===== src/design/asp_pkg.sv =====
// Summary of operation
// (RULE1) The port is a full-duplex asynchronous serial port offering only the 8-bit and 9-bit variable-rate modes (modes 1 and 3).
// (RULE2) A completed received byte is held in its own buffer so the next byte can already shift in.
// (RULE3) One data location takes writes into the transmit path and returns the buffered received byte on reads, and transmit data is never readable.
// (RULE4) With the interrupt enabled, the interrupt rises whenever the transmit-done or receive-done flag is set.
// (RULE5) Both done flags stay set until software clears them, so software can tell which event happened.
// (RULE6) Bit timing comes from an 8-bit auto-reload timer whose visible low count clocks the transmitter.
// (RULE7) The receiver uses a hidden copy of the low count that runs while the timer runs and reloads from the same value.
// (RULE8) Overflows of both counters are divided by two to give the transmit and receive bit rates.
// (RULE9) A detected start condition forces a reload of the hidden receive counter, independent of transmit timing.
// (RULE10) Overflow rate is the timer clock divided by 256 minus the reload value, and the bit rate is half of that.
// (RULE11) Software should use the auto-reload mode and pick a reload value giving overflows at twice the bit rate.
// (RULE12) The timer clock is selectable from the system clock divided by 4, 12 or 48, the external oscillator divided by 8, or an external input pin.
// (RULE13) An 8-bit frame is a start bit, eight data bits least significant first and one stop bit, the stop bit landing in the receive ninth bit.
// (RULE14) A write to the data location starts a transmission and the transmit-done flag sets at the start of the stop bit.
// (RULE15) After the stop bit a byte is loaded and the receive flag set only if that flag is clear and, with the multiprocessor check on, the stop or ninth bit is one.
// (RULE16) A 9-bit frame carries a ninth bit from the transmit ninth-bit field, and on receive the ninth bit is kept and the stop bit ignored.
// (RULE17) Reception starts on a high-to-low edge of the idle-high line while receive is enabled, and bits are sampled near their centre.
package asp_pkg;
   // Timer clock source selection codes
   localparam logic [2:0] ASP_SEL_DIV4 = 3'h0;
   localparam logic [2:0] ASP_SEL_DIV12 = 3'h1;
   localparam logic [2:0] ASP_SEL_DIV48 = 3'h2;
   localparam logic [2:0] ASP_SEL_EXTOSC = 3'h3;
   localparam logic [2:0] ASP_SEL_EXTIN = 3'h4;
   // Prescaler terminal counts (divide minus one)
   localparam logic [5:0] ASP_PRE_DIV4 = 6'h03;
   localparam logic [5:0] ASP_PRE_DIV12 = 6'h0B;
   localparam logic [5:0] ASP_PRE_DIV48 = 6'h2F;
   localparam logic [2:0] ASP_OSC_DIV = 3'h7;
   // Timer and frame constants
   localparam logic [7:0] ASP_TMR_TOP = 8'hFF;
   localparam logic [7:0] ASP_TMR_RST = 8'h00;
   localparam logic [2:0] ASP_LAST_BIT = 3'h7;
   localparam logic ASP_LINE_IDLE = 1'b1;
   // Transmit FIFO shape
   localparam int ASP_FIFO_W = 9;
   localparam int ASP_FIFO_D = 16;

   // One timer step: overflow flag above the next count
   function automatic logic [8:0] asp_step(input logic [7:0] cnt, input logic [7:0] rld);
      if (cnt == ASP_TMR_TOP)
      begin
         return {1'b1, rld};
      end
      return {1'b0, cnt + 8'h01};
   endfunction
endpackage


===== src/design/asp_fifo.sv =====
`timescale 1ns/1ps
module asp_fifo #(
   parameter int W = asp_pkg::ASP_FIFO_W,
   parameter int D = asp_pkg::ASP_FIFO_D
) (
   // Clock and reset
   input wire logic sys_clk,
   input wire logic rst,
   input wire logic ce,
   // Fill side
   input wire logic in_valid,
   input wire logic [W-1:0] in_data,
   output logic in_ready,
   // Drain side
   output logic out_valid,
   output logic [W-1:0] out_data,
   input wire logic out_ready
);
   import asp_pkg::*;
   localparam int AW = $clog2(D);
   localparam int CW = $clog2(D + 1);
   localparam logic [CW-1:0] FULL = CW'(D);

   logic [W-1:0] mem [D];
   logic [AW-1:0] wr_ptr, next_wr_ptr, rd_ptr, next_rd_ptr;
   logic [CW-1:0] count, next_count;
   logic next_in_ready;
   logic push, pop;

   // Ready is registered so the top sees it straight from a flop
   always_comb
   begin
      push = in_valid && in_ready;
      pop = out_valid && out_ready;
      next_wr_ptr = push ? wr_ptr + AW'(1) : wr_ptr;
      next_rd_ptr = pop ? rd_ptr + AW'(1) : rd_ptr;
      next_count = count + CW'(push) - CW'(pop);
      next_in_ready = (next_count != FULL);
   end

   assign out_valid = (count != '0);
   assign out_data = mem[rd_ptr];

   // Pointer and count registers
   always_ff @(posedge sys_clk or posedge rst)
   begin
      if (rst)
      begin
         wr_ptr <= '0;
         rd_ptr <= '0;
         count <= '0;
         in_ready <= 1'b1;
      end
      else if (ce)
      begin
         wr_ptr <= next_wr_ptr;
         rd_ptr <= next_rd_ptr;
         count <= next_count;
         in_ready <= next_in_ready;
      end
   end

   // Storage has no reset; only written words are ever read
   always_ff @(posedge sys_clk)
   begin
      if (ce && push)
      begin
         mem[wr_ptr] <= in_data;
      end
   end

   a_fifo_full_ready: assert property (@(posedge sys_clk) disable iff (rst)
      (count == FULL) |-> !in_ready)
      else $error("fifo full but ready high");
endmodule


===== src/design/asp_serial_port.sv =====
`timescale 1ns/1ps
module asp_serial_port (
   // Clock, reset, enable
   input wire logic sys_clk,
   input wire logic rst,
   input wire logic ce,
   // Control bits
   input wire logic frame_size_select,
   input wire logic multiproc_check_enable,
   input wire logic receive_enable_bit,
   input wire logic tx_ninth_bit,
   input wire logic irq_enable,
   input wire logic timer_run,
   input wire logic [7:0] timer_reload_value,
   input wire logic [2:0] timer_clk_sel,
   // Data location and flag clears
   input wire logic data_wr,
   input wire logic [7:0] data_wr_byte,
   output logic data_wr_ready,
   input wire logic tx_done_clr,
   input wire logic rx_done_clr,
   // Status
   output logic [7:0] serial_data_buffer,
   output logic rx_ninth_bit,
   output logic tx_done_flag,
   output logic rx_done_flag,
   output logic port_irq,
   output logic [7:0] timer_low_count,
   // Pins
   input wire logic ext_osc_pin,
   input wire logic timer_external_input,
   input wire logic rxd_pin,
   output logic txd_pin
);
   import asp_pkg::*;

   typedef enum logic [4:0] {ST_IDLE = 5'h01, ST_START = 5'h02, ST_DATA = 5'h04,
      ST_NINTH = 5'h08, ST_STOP = 5'h10} asp_state_e;

   // Pin synchronisers; third stage only feeds edge detection
   logic osc_s1, osc_s2, osc_s3, ext_s1, ext_s2, ext_s3, rx_s1, rx_s2, rx_s3;
   always_ff @(posedge sys_clk or posedge rst)
   begin
      if (rst)
      begin
         {osc_s1, osc_s2, osc_s3} <= 3'h0;
         {ext_s1, ext_s2, ext_s3} <= 3'h0;
         {rx_s1, rx_s2, rx_s3} <= 3'h7;
      end
      else if (ce)
      begin
         {osc_s1, osc_s2, osc_s3} <= {ext_osc_pin, osc_s1, osc_s2};
         {ext_s1, ext_s2, ext_s3} <= {timer_external_input, ext_s1, ext_s2};
         {rx_s1, rx_s2, rx_s3} <= {rxd_pin, rx_s1, rx_s2};
      end
   end

   // Timer clock tick generation
   logic [5:0] pre_cnt, next_pre_cnt;
   logic [2:0] osc_cnt, next_osc_cnt;
   logic tick, next_tick;
   logic [5:0] pre_lim;
   logic osc_edge;
   always_comb
   begin
      unique case (timer_clk_sel) // see (RULE12)
         ASP_SEL_DIV12: pre_lim = ASP_PRE_DIV12;
         ASP_SEL_DIV48: pre_lim = ASP_PRE_DIV48;
         default: pre_lim = ASP_PRE_DIV4;
      endcase
      next_pre_cnt = (pre_cnt >= pre_lim) ? 6'h00 : pre_cnt + 6'h01;
      osc_edge = osc_s2 && !osc_s3;
      next_osc_cnt = osc_edge ? osc_cnt + 3'h1 : osc_cnt;
      unique case (timer_clk_sel)
         ASP_SEL_EXTOSC: next_tick = osc_edge && (osc_cnt == ASP_OSC_DIV);
         ASP_SEL_EXTIN: next_tick = !ext_s2 && ext_s3;
         default: next_tick = (pre_cnt >= pre_lim);
      endcase
      next_tick = next_tick && timer_run;
   end
   always_ff @(posedge sys_clk or posedge rst)
   begin
      if (rst)
      begin
         pre_cnt <= 6'h00;
         osc_cnt <= 3'h0;
         tick <= 1'b0;
      end
      else if (ce)
      begin
         pre_cnt <= next_pre_cnt;
         osc_cnt <= next_osc_cnt;
         tick <= next_tick;
      end
   end

   // Visible low count for transmit, hidden copy for receive
   logic [7:0] rx_cnt, next_rx_cnt, next_tx_cnt;
   logic tx_ovf, next_tx_ovf, rx_ovf, next_rx_ovf;
   logic tx_half, next_tx_half, rx_half, next_rx_half;
   logic start_det, tx_baud, rx_sample;
   asp_state_e rx_state, next_rx_state;
   always_comb
   begin
      start_det = (rx_state == ST_IDLE) && receive_enable_bit && rx_s3 && !rx_s2; // see (RULE17)
      {next_tx_ovf, next_tx_cnt} = {1'b0, timer_low_count};
      {next_rx_ovf, next_rx_cnt} = {1'b0, rx_cnt};
      if (tick)
      begin
         {next_tx_ovf, next_tx_cnt} = asp_step(timer_low_count, timer_reload_value); // see (RULE6)
         {next_rx_ovf, next_rx_cnt} = asp_step(rx_cnt, timer_reload_value); // see (RULE7) (RULE10)
      end
      next_tx_half = tx_ovf ? !tx_half : tx_half; // see (RULE8)
      next_rx_half = rx_ovf ? !rx_half : rx_half; // see (RULE8)
      // Start edge restarts receive timing half a bit ahead of the centre
      if (start_det)
      begin
         next_rx_cnt = timer_reload_value; // see (RULE9)
         next_rx_ovf = 1'b0;
         next_rx_half = 1'b0;
      end
      tx_baud = tx_ovf && tx_half;
      rx_sample = rx_ovf && !rx_half; // see (RULE17)
   end
   always_ff @(posedge sys_clk or posedge rst)
   begin
      if (rst)
      begin
         timer_low_count <= ASP_TMR_RST;
         rx_cnt <= ASP_TMR_RST;
         tx_ovf <= 1'b0;
         rx_ovf <= 1'b0;
         tx_half <= 1'b0;
         rx_half <= 1'b0;
      end
      else if (ce)
      begin
         timer_low_count <= next_tx_cnt;
         rx_cnt <= next_rx_cnt;
         tx_ovf <= next_tx_ovf;
         rx_ovf <= next_rx_ovf;
         tx_half <= next_tx_half;
         rx_half <= next_rx_half;
      end
   end

   // Transmit holding FIFO between the data location and the shifter
   logic fifo_valid, tx_pop;
   logic [8:0] fifo_data;
   asp_fifo #(.W(ASP_FIFO_W), .D(ASP_FIFO_D)) u_tx_fifo (
      .sys_clk(sys_clk),
      .rst(rst),
      .ce(ce),
      .in_valid(data_wr), // see (RULE3) (RULE14)
      .in_data({tx_ninth_bit, data_wr_byte}),
      .in_ready(data_wr_ready),
      .out_valid(fifo_valid),
      .out_data(fifo_data),
      .out_ready(tx_pop)
   );

   // Transmitter; a new frame may follow the stop bit directly
   asp_state_e tx_state, next_tx_state;
   logic [8:0] tx_shift, next_tx_shift;
   logic [2:0] tx_bits, next_tx_bits;
   logic next_txd, next_tx_done;
   always_comb
   begin
      next_tx_state = tx_state;
      next_tx_shift = tx_shift;
      next_tx_bits = tx_bits;
      next_txd = txd_pin;
      tx_pop = 1'b0;
      next_tx_done = tx_done_flag && !tx_done_clr; // see (RULE5)
      if (tx_baud)
      begin
         unique case (tx_state)
            ST_IDLE, ST_STOP:
            begin
               next_txd = ASP_LINE_IDLE;
               next_tx_state = ST_IDLE;
               if (fifo_valid)
               begin
                  tx_pop = 1'b1;
                  next_tx_shift = fifo_data;
                  next_txd = 1'b0; // see (RULE13)
                  next_tx_state = ST_START;
               end
            end
            ST_START:
            begin
               next_txd = tx_shift[0]; // see (RULE13)
               next_tx_bits = 3'h0;
               next_tx_state = ST_DATA;
            end
            ST_DATA:
            begin
               next_tx_shift = {1'b0, tx_shift[8:1]};
               next_tx_bits = tx_bits + 3'h1;
               next_txd = tx_shift[1];
               if (tx_bits == ASP_LAST_BIT)
               begin
                  next_txd = frame_size_select ? tx_shift[1] : ASP_LINE_IDLE; // see (RULE16)
                  next_tx_state = frame_size_select ? ST_NINTH : ST_STOP; // see (RULE1)
                  next_tx_done = next_tx_done || !frame_size_select; // see (RULE14)
               end
            end
            ST_NINTH:
            begin
               next_txd = ASP_LINE_IDLE;
               next_tx_state = ST_STOP;
               next_tx_done = 1'b1; // see (RULE14)
            end
         endcase
      end
   end
   always_ff @(posedge sys_clk or posedge rst)
   begin
      if (rst)
      begin
         tx_state <= ST_IDLE;
         tx_shift <= 9'h000;
         tx_bits <= 3'h0;
         txd_pin <= ASP_LINE_IDLE;
         tx_done_flag <= 1'b0;
      end
      else if (ce)
      begin
         tx_state <= next_tx_state;
         tx_shift <= next_tx_shift;
         tx_bits <= next_tx_bits;
         txd_pin <= next_txd;
         tx_done_flag <= next_tx_done;
      end
   end

   // Receiver; the shifter is apart from the buffer so a new byte can arrive
   logic [7:0] rx_shift, next_rx_shift, next_rx_buf;
   logic [2:0] rx_bits, next_rx_bits;
   logic rx_nin, next_rx_nin, next_rx_ninth, next_rx_done, next_irq, frame_bit;
   always_comb
   begin
      next_rx_state = rx_state;
      next_rx_shift = rx_shift;
      next_rx_bits = rx_bits;
      next_rx_nin = rx_nin;
      next_rx_buf = serial_data_buffer;
      next_rx_ninth = rx_ninth_bit;
      next_rx_done = rx_done_flag && !rx_done_clr; // see (RULE5)
      frame_bit = frame_size_select ? rx_nin : rx_s2; // see (RULE13) (RULE16)
      if (start_det)
      begin
         next_rx_state = ST_START;
      end
      else if (rx_sample)
      begin
         unique case (rx_state)
            ST_IDLE: next_rx_state = ST_IDLE;
            ST_START:
            begin
               // A glitch shorter than half a bit is dropped here
               next_rx_state = rx_s2 ? ST_IDLE : ST_DATA;
               next_rx_bits = 3'h0;
            end
            ST_DATA:
            begin
               next_rx_shift = {rx_s2, rx_shift[7:1]}; // see (RULE13)
               next_rx_bits = rx_bits + 3'h1;
               if (rx_bits == ASP_LAST_BIT)
               begin
                  next_rx_state = frame_size_select ? ST_NINTH : ST_STOP;
               end
            end
            ST_NINTH:
            begin
               next_rx_nin = rx_s2; // see (RULE16)
               next_rx_state = ST_STOP;
            end
            ST_STOP:
            begin
               next_rx_state = ST_IDLE;
               // Set wins over a clear arriving in the same cycle
               if (!rx_done_flag && (!multiproc_check_enable || frame_bit)) // see (RULE15)
               begin
                  next_rx_buf = rx_shift; // see (RULE2) (RULE3)
                  next_rx_ninth = frame_bit;
                  next_rx_done = 1'b1;
               end
            end
         endcase
      end
      next_irq = irq_enable && (next_tx_done || next_rx_done); // see (RULE4)
   end
   always_ff @(posedge sys_clk or posedge rst)
   begin
      if (rst)
      begin
         rx_state <= ST_IDLE;
         rx_shift <= 8'h00;
         rx_bits <= 3'h0;
         rx_nin <= 1'b0;
         serial_data_buffer <= 8'h00;
         rx_ninth_bit <= 1'b0;
         rx_done_flag <= 1'b0;
         port_irq <= 1'b0;
      end
      else if (ce)
      begin
         rx_state <= next_rx_state;
         rx_shift <= next_rx_shift;
         rx_bits <= next_rx_bits;
         rx_nin <= next_rx_nin;
         serial_data_buffer <= next_rx_buf;
         rx_ninth_bit <= next_rx_ninth;
         rx_done_flag <= next_rx_done;
         port_irq <= next_irq;
      end
   end

   // Checks on the timing and flag behaviour
   a_tx_flag_hold: assert property (@(posedge sys_clk) disable iff (rst) // see (RULE5)
      ce && tx_done_flag && !tx_done_clr |=> tx_done_flag) else $error("tx flag lost");
   a_irq_from_flag: assert property (@(posedge sys_clk) disable iff (rst) // see (RULE4)
      ce && irq_enable && rx_done_flag && !rx_done_clr |=> port_irq) else $error("irq missing");
   a_tx_start_low: assert property (@(posedge sys_clk) disable iff (rst) // see (RULE13)
      (tx_state == ST_START) |-> !txd_pin) else $error("start bit not low");
   a_tx_done_stop: assert property (@(posedge sys_clk) disable iff (rst) // see (RULE14)
      $rose(tx_done_flag) |-> (tx_state == ST_STOP) && txd_pin) else $error("tx done early");
   a_rx_no_overrun: assert property (@(posedge sys_clk) disable iff (rst) // see (RULE15)
      ce && rx_done_flag && !rx_done_clr |=> $stable(serial_data_buffer)) else $error("overrun");
   a_rx_reload: assert property (@(posedge sys_clk) disable iff (rst) // see (RULE9)
      ce && start_det |=> (rx_cnt == $past(timer_reload_value)) && !rx_half)
      else $error("rx counter not reloaded on start");
   a_tx_autoreload: assert property (@(posedge sys_clk) disable iff (rst) // see (RULE6)
      ce && tick && (timer_low_count == ASP_TMR_TOP) |=> tx_ovf &&
      (timer_low_count == $past(timer_reload_value))) else $error("no auto reload");
   a_baud_halved: assert property (@(posedge sys_clk) disable iff (rst) // see (RULE8)
      ce && tx_ovf |=> (tx_half != $past(tx_half))) else $error("divider stuck");
endmodule


===== config.mk =====
export PLATFORM = sky130hd
export DESIGN_NAME = asp_serial_port
export DESIGN_NICKNAME = d
export VERILOG_FILES = /design/src/design/asp_pkg.sv /design/src/design/asp_fifo.sv /design/src/design/asp_serial_port.sv
export SDC_FILE = /design/constraint.sdc
export NUM_CORES = 1
export LEC_CHECK = 0
export BUFFER_PORTS_ARGS = -buffer_cell sky130_fd_sc_hd__buf_2
export CAP_MARGIN = 30
export CORE_MARGIN = 2
export CORE_UTILIZATION = 45
export DETAILED_ROUTE_END_ITERATION = 6
export HOLD_SLACK_MARGIN = 0.15
export PLACE_DENSITY_LB_ADDON = 0.2
export SLEW_MARGIN = 10
export SYNTH_ARGS = -nofsm -noshare
export SYNTH_HDL_FRONTEND = slang
export SYNTH_SLANG_ARGS = --single-unit

===== constraint.sdc =====
create_clock -name sys_clk -period 4.4 [get_ports sys_clk]
set_input_delay 0 -clock sys_clk [delete_from_list [all_inputs] [get_ports sys_clk]]
set_output_delay 0 -clock sys_clk [all_outputs]
set_load 0.02 [all_outputs]

Yosys cells after proc, flatten, opt, wreduce, memory -nomap -nowiden:

Memories as Yosys holds them, arrays and structs flattened.
Cells that the tools add are included.

* bits in registers: 100
* bits in latches: 0
* memory bits (writable): 144
* memory bits (read-only): 0
* bits of input ports: 34
* output and inout port bits: 22
* memories: 1

* $add $sub $neg: 10
* multipliers: 0
* div/mod/pow operators: 0
* magnitude comparators: 1
* equal/unequal tests: 23
* shifts and indexed selects: 0
* muxes and demuxes: 48
* bitwise operators: 1
* reduce and logical (&&, ||, !) cells: 54

Memory list
* u_tx_fifo.mem: words 16, bits a word 9, rd ports 1, clocked after Yosys merged registers in 0, wr ports 1, RTL line asp_fifo.sv:24 `logic [W-1:0] mem [D];`

Operators by type and width (count)
* $mux 9: 5
* $pmux 5 s4: 2
* $mux 5: 5
* $mux 1: 24
* $pmux 9 s2: 1
* $add 8x1->8 const B: 2
* $eq 8x8->1 const B: 2
* $logic_and 1x1->1: 16
* $mux 8: 2
* $reduce_and 2->1: 8
* $reduce_and 4->1: 4
* $eq 3x3->1 const B: 4
* $pmux 3 s2: 2
* $pmux 6 s2: 1
* $reduce_bool 2->1: 6
* $eq 5x1->1 const B: 2
* $eq 5x2->1 const B: 2
* $eq 5x3->1 const B: 2
* $eq 5x4->1 const B: 2
* $eq 5x5->1 const B: 2
* $logic_not 1->1: 10
* $add 3x1->3 const B: 3
* $reduce_and 3->1: 3
* $add 4x1->4 const B: 2
* other kinds (20): 25

Depth between registers and ports, before layout:

* word-level depth: 9
* mapped depth: 14
* depth with buffers taken out: 14

Cells and area by module:

Synthesis repeated with hierarchy kept, for this count alone.

* cell total of the unflattened synthesis: 721
* area total of the unflattened synthesis: 10864.2 µm²

Modules (own cells, without submodules)
* asp_fifo: times used 1, cells each 296, area each 6406.1 µm², sequential area each 4675.7 µm²
* asp_serial_port: times used 1, cells each 425, area each 4458.0 µm², sequential area each 2159.6 µm²

Worst setup path after synthesis:

Ideal clock, no wire load.

* path type: register -> register
* start point: reg u_tx_fifo.count[3]
* end point: reg u_tx_fifo.count[4]
* data arrival time: 2.655 ns
* required time: 4.277 ns
* slack: 1.622 ns
* stages on the path, launching flop included: 15
* cells stage by stage: dfrtp_1 > inv_1 > ha_1 > nor4b_1 > nor4bb_1 > ha_1 > inv_1 > ha_1 > inv_1 > fa_1 > nand2b_1 > a21oi_1 > xnor2_1 > nand2_1 > xnor2_1

* word-level cells in the longest chain between the ends: 6
* elaborated cells between the ends (all ways): 7
* those cells by class: add/sub: 2; mux: 3; reduce/logical: 2

Ends and longest elaborated chain
* from (decl): RTL line asp_fifo.sv:26 `logic [CW-1:0] count, next_count;`
* from (signal assigned): RTL line asp_fifo.sv:58 `count <= next_count;`
* $reduce_bool 5->1: RTL line asp_fifo.sv:41 `assign out_valid = (count != '0);`
* $mux 1: RTL line asp_serial_port.sv:182 `if (fifo_valid)`
* $mux 1: RTL line asp_serial_port.sv:177 `unique case (tx_state)`
* $mux 1: RTL line asp_serial_port.sv:175 `if (tx_baud)`
* $logic_and 1x1->1: RTL line asp_fifo.sv:34 `pop = out_valid && out_ready;`
* $sub 5x1->5 *: RTL line asp_fifo.sv:37 `next_count = count + CW'(push) - CW'(pop);`

Mark *: on every way between the ends. The rest lies on a longest branch, timed or not.
A chain may end at the register's enable or synchronous reset.

Final worst setup path:

Ends and elaborated chain as after synthesis.

==> summary.txt <==
Clock network
  • Root Buffer: clkbuf_16
  • CTS Hold Buffers Added: 35
  • CTS tree: done
  • Clock buffer depth: 3
  • H-tree depth: 1
  • Clock buffers created by TritonCTS: 26
  • CTS sink count: 244
  • Cts repair resizes: 0
  • Clk_lat worst skew: 0.53 ns
  • Postcts setup bufs: 0
  • Clock-pin slew on the worst setup and hold paths: 0.06 ns

Timing
  • Worst Tran Pin Value: 0.941 ns
  • Fin crit period: 3.18 ns
  • Max Clk Rate: 315 MHz
  • Max transition margin: 37.3%
  • Final worst path period share: 72.3%
  • Fin. Hold Viols: 0
  • TNS Setup: 0 ns
  • Final setup viols: 0
  • Pins Over Slew Limit: 0
  • Final Skew: 0.00984 ns
  • RSZ-0062 raised after global routing: no

Logic synthesis
  • Post-synth top area cell: edfxtp_1
  • Syn nets: 771
  • Post-synthesis sequential area ratio: 64.3%
  • Area contributors post-synth: edfxtp_1 41%, dfrtp_1 22%, mux4_2 7.8%, mux2_2 3.7%, ha_1 2.7%
  • Cells after Synth: 713
  • Most used standard cell by instance count after synthesis: edfxtp_1
  • Netlist Area Pre-Place: 0.0106 mm^2
  • Library cells used by synthesis: 63
  • Post-synth EDFFs: 144
  • Post-Syn Area per Cell: 14.9 um^2
  • Top post-synthesis cells by count: 144 x edfxtp_1, 93 x dfrtp_1, 57 x nand2_1
  • Most used DFF post-synth: edfxtp_1
  • Share of the synthesized area in the top cell type: 40.7%
  • Share of synthesized flip-flops with an asynchronous set or reset: 41.0%
  • Register bit total from synthesis: 244
  • Synth warn: 0

Route
  • DRC: 0
  • Post-route ant nets: 0
  • Initial drt markers: 351
  • Post-DR wirelength/cell: 18.3 um
  • Final WL: 20.9 mm
  • Pre-antenna DRT Iters: 5
  • Total number of vias: 6,163
  • Via density: 5.39

Place
  • HPWL after DPL: 13.8 mm
  • IO Port Bufs: 55
  • Post-DP Area: 0.0112 mm^2
  • Gpl congestion: 0.823

GRT
  • Global Route Usage Sum: 17.2%
  • Largest net degree at the start of global routing: 52
  • Global-route wire length before repair: 33.2 mm
  • Grt ovf: 0
  • Initial antenna violation count: 0
  • Vias in the first global route: 6,425

Pwr
  • P per Cell Area: 461 mW/mm^2
  • Peak supply drop: 0.000301 V
  • Pleak: 4.77 nW

Critical path
  • CP max stage delay: 0.56 ns
  • CP cell instances: inv_1 > ha_1 > nor4b_1 > nor4bb_1 > ha_1 > inv_1 > ha_1 > inv_1 > fa_1 > nand2b_1 > a21oi_1 > xnor2_1 > nand2_1 > xnor2_1
  • CP endpoint kind: register
  • CP Max Fanout: 4
  • CP top delay family: adder cells
  • Worst Path Buf+Inv: 3
  • Slowest cell on crit path: nor4b_1
  • Req. time, crit path: 4.81 ns
  • Crit start category: register
  • CP Class: reg -> reg
  • Crit path DAT: 3.59 ns

Layout
  • Area grow syn2layout: 17.0%
  • Layout cells sized above 1: 22.8%
  • Number of nets in the layout: 863
  • Final antenna diode count: 0
  • Cell area after layout: 0.0124 mm^2

Die
  • DIE WIDTH: 158 um
  • Die Area: 0.0249 mm^2
  • # IOs: 56
  • Die Height: 158 um
  • Initial Util: 45.6%
  • FP Rows: 56
  • Core area: 0.0233 mm^2

Status
  • Outcome: complete, no violations

Flow run
  • # Max-Cap Violations: 0

Min path
  • Min-delay worst type: in -> reg
[metal layers]
metal,GRT usage [%],vias to the layer above,wire length [um]
met3,2.24,37,756
met2,31.0,116,10600
li1,-,2900,-
met1,21.8,3110,9050
met5,0,-,0
met4,5.11,0,483
[per-stage QoR]
step	util, %	hold slack [ns]	setup slack, ns	power (mW)	std cells
5_1_grt	53.3	0.206	0.975	6.00	1144
3_3_place_gp	48.0	0.128	1.37	3.54	1059
6_report	53.3	0.156	1.22	5.73	1144
4_1_cts	53.3	0.150	1.25	5.80	1144
2_1_floorplan	-	0.0989	1.62	3.36	713
3_5_place_dp	48.1	0.137	1.28	3.60	1061
[sequential cells by signal (all words and copies together) (netlist names), 3 cells and up]
signal,count
timer_low_count,8
u_tx_fifo.wr_ptr,4
u_tx_fifo.count,5
pre_cnt,6
osc_cnt,3
rx_cnt,8
u_tx_fifo.mem,144
tx_bits,3
tx_shift,9
rx_bits,3
rx_shift,8
u_tx_fifo.rd_ptr,4
serial_data_buffer,8
rx_state,5
tx_state,5
[layout by cell type, fill, tap and decap left out, drive strengths merged, types with 8 or more instances in the layout]
cell / instances
mux4: 37
and2: 19
a221o: 9
a21oi: 20
mux2i: 23
o21ai: 26
xnor2: 14
xor2: 8
o2bb2ai: 8
o22ai: 8
clkbuf: 37
nor3: 11
clkinv: 8
edfxtp: 144
ha: 23
nand3: 13
dlygate4sd3: 35
buf: 62
and3: 8
nor2: 23
dfrtp: 93
mux2: 35
inv: 17
nand2: 57
[where the power goes]
part | switching [mW] | leakage (nW) | total (mW) | internal [mW]
Clock | 0.855 | 0.420 | 2.16 | 1.31
Sequential | 0.152 | 2.60 | 2.79 | 2.64
Combinational | 0.429 | 1.75 | 0.775 | 0.346
[tightest hold or removal path: stages]
cell and delay [ns]:
buf_2 0.08, nand2_1 0.04, and3_1 0.33, nor2_1 0.15, a21oi_1 0.05
[kinds of logic after synthesis]
family / after synthesis / share of synthesized area, %
adder cells (fa/ha/maj): 24 / 2.89
AO/OA/AOI/OAI: 103 / 6.52
multiplexers: 95 / 13.7
buffers and inverters: 50 / 2.02
XOR/XNOR: 22 / 1.81
AND/OR/NAND/NOR: 175 / 8.76
flip-flops: 244 / 64.3
[worst paths after layout]
check / start / to / slack (ns) / depth (start not counted)
worst min-delay path: multiproc_check_enable / rx_ninth_bit / 0.16 / 5
min in group asynchronous: rst / rx_shift[1] / 0.69 / 4
worst max register to register: u_tx_fifo.count[3] / u_tx_fifo.count[4] / 1.22 / 14
worst max-delay path: u_tx_fifo.count[3] / u_tx_fifo.count[4] / 1.22 / 14
max in group asynchronous: rst / tx_bits[1] / 2.57 / 5
worst min register to register: osc_cnt[0] / osc_cnt[0] / 0.50 / 1
[layout make-up]
| class | count | area (um^2) |
|---|---|---|
| clock buffer | 37 | 753 |
| clock inverter | 11 | 113 |
| fill | 1907 | 10900 |
| inverter | 17 | 66.3 |
| multi-input combinational | 419 | 3580 |
| sequential | 244 | 6840 |
| tap | 319 | 399 |
| timing repair buffer | 97 | 688 |
(Power assumes the default switching activity.)
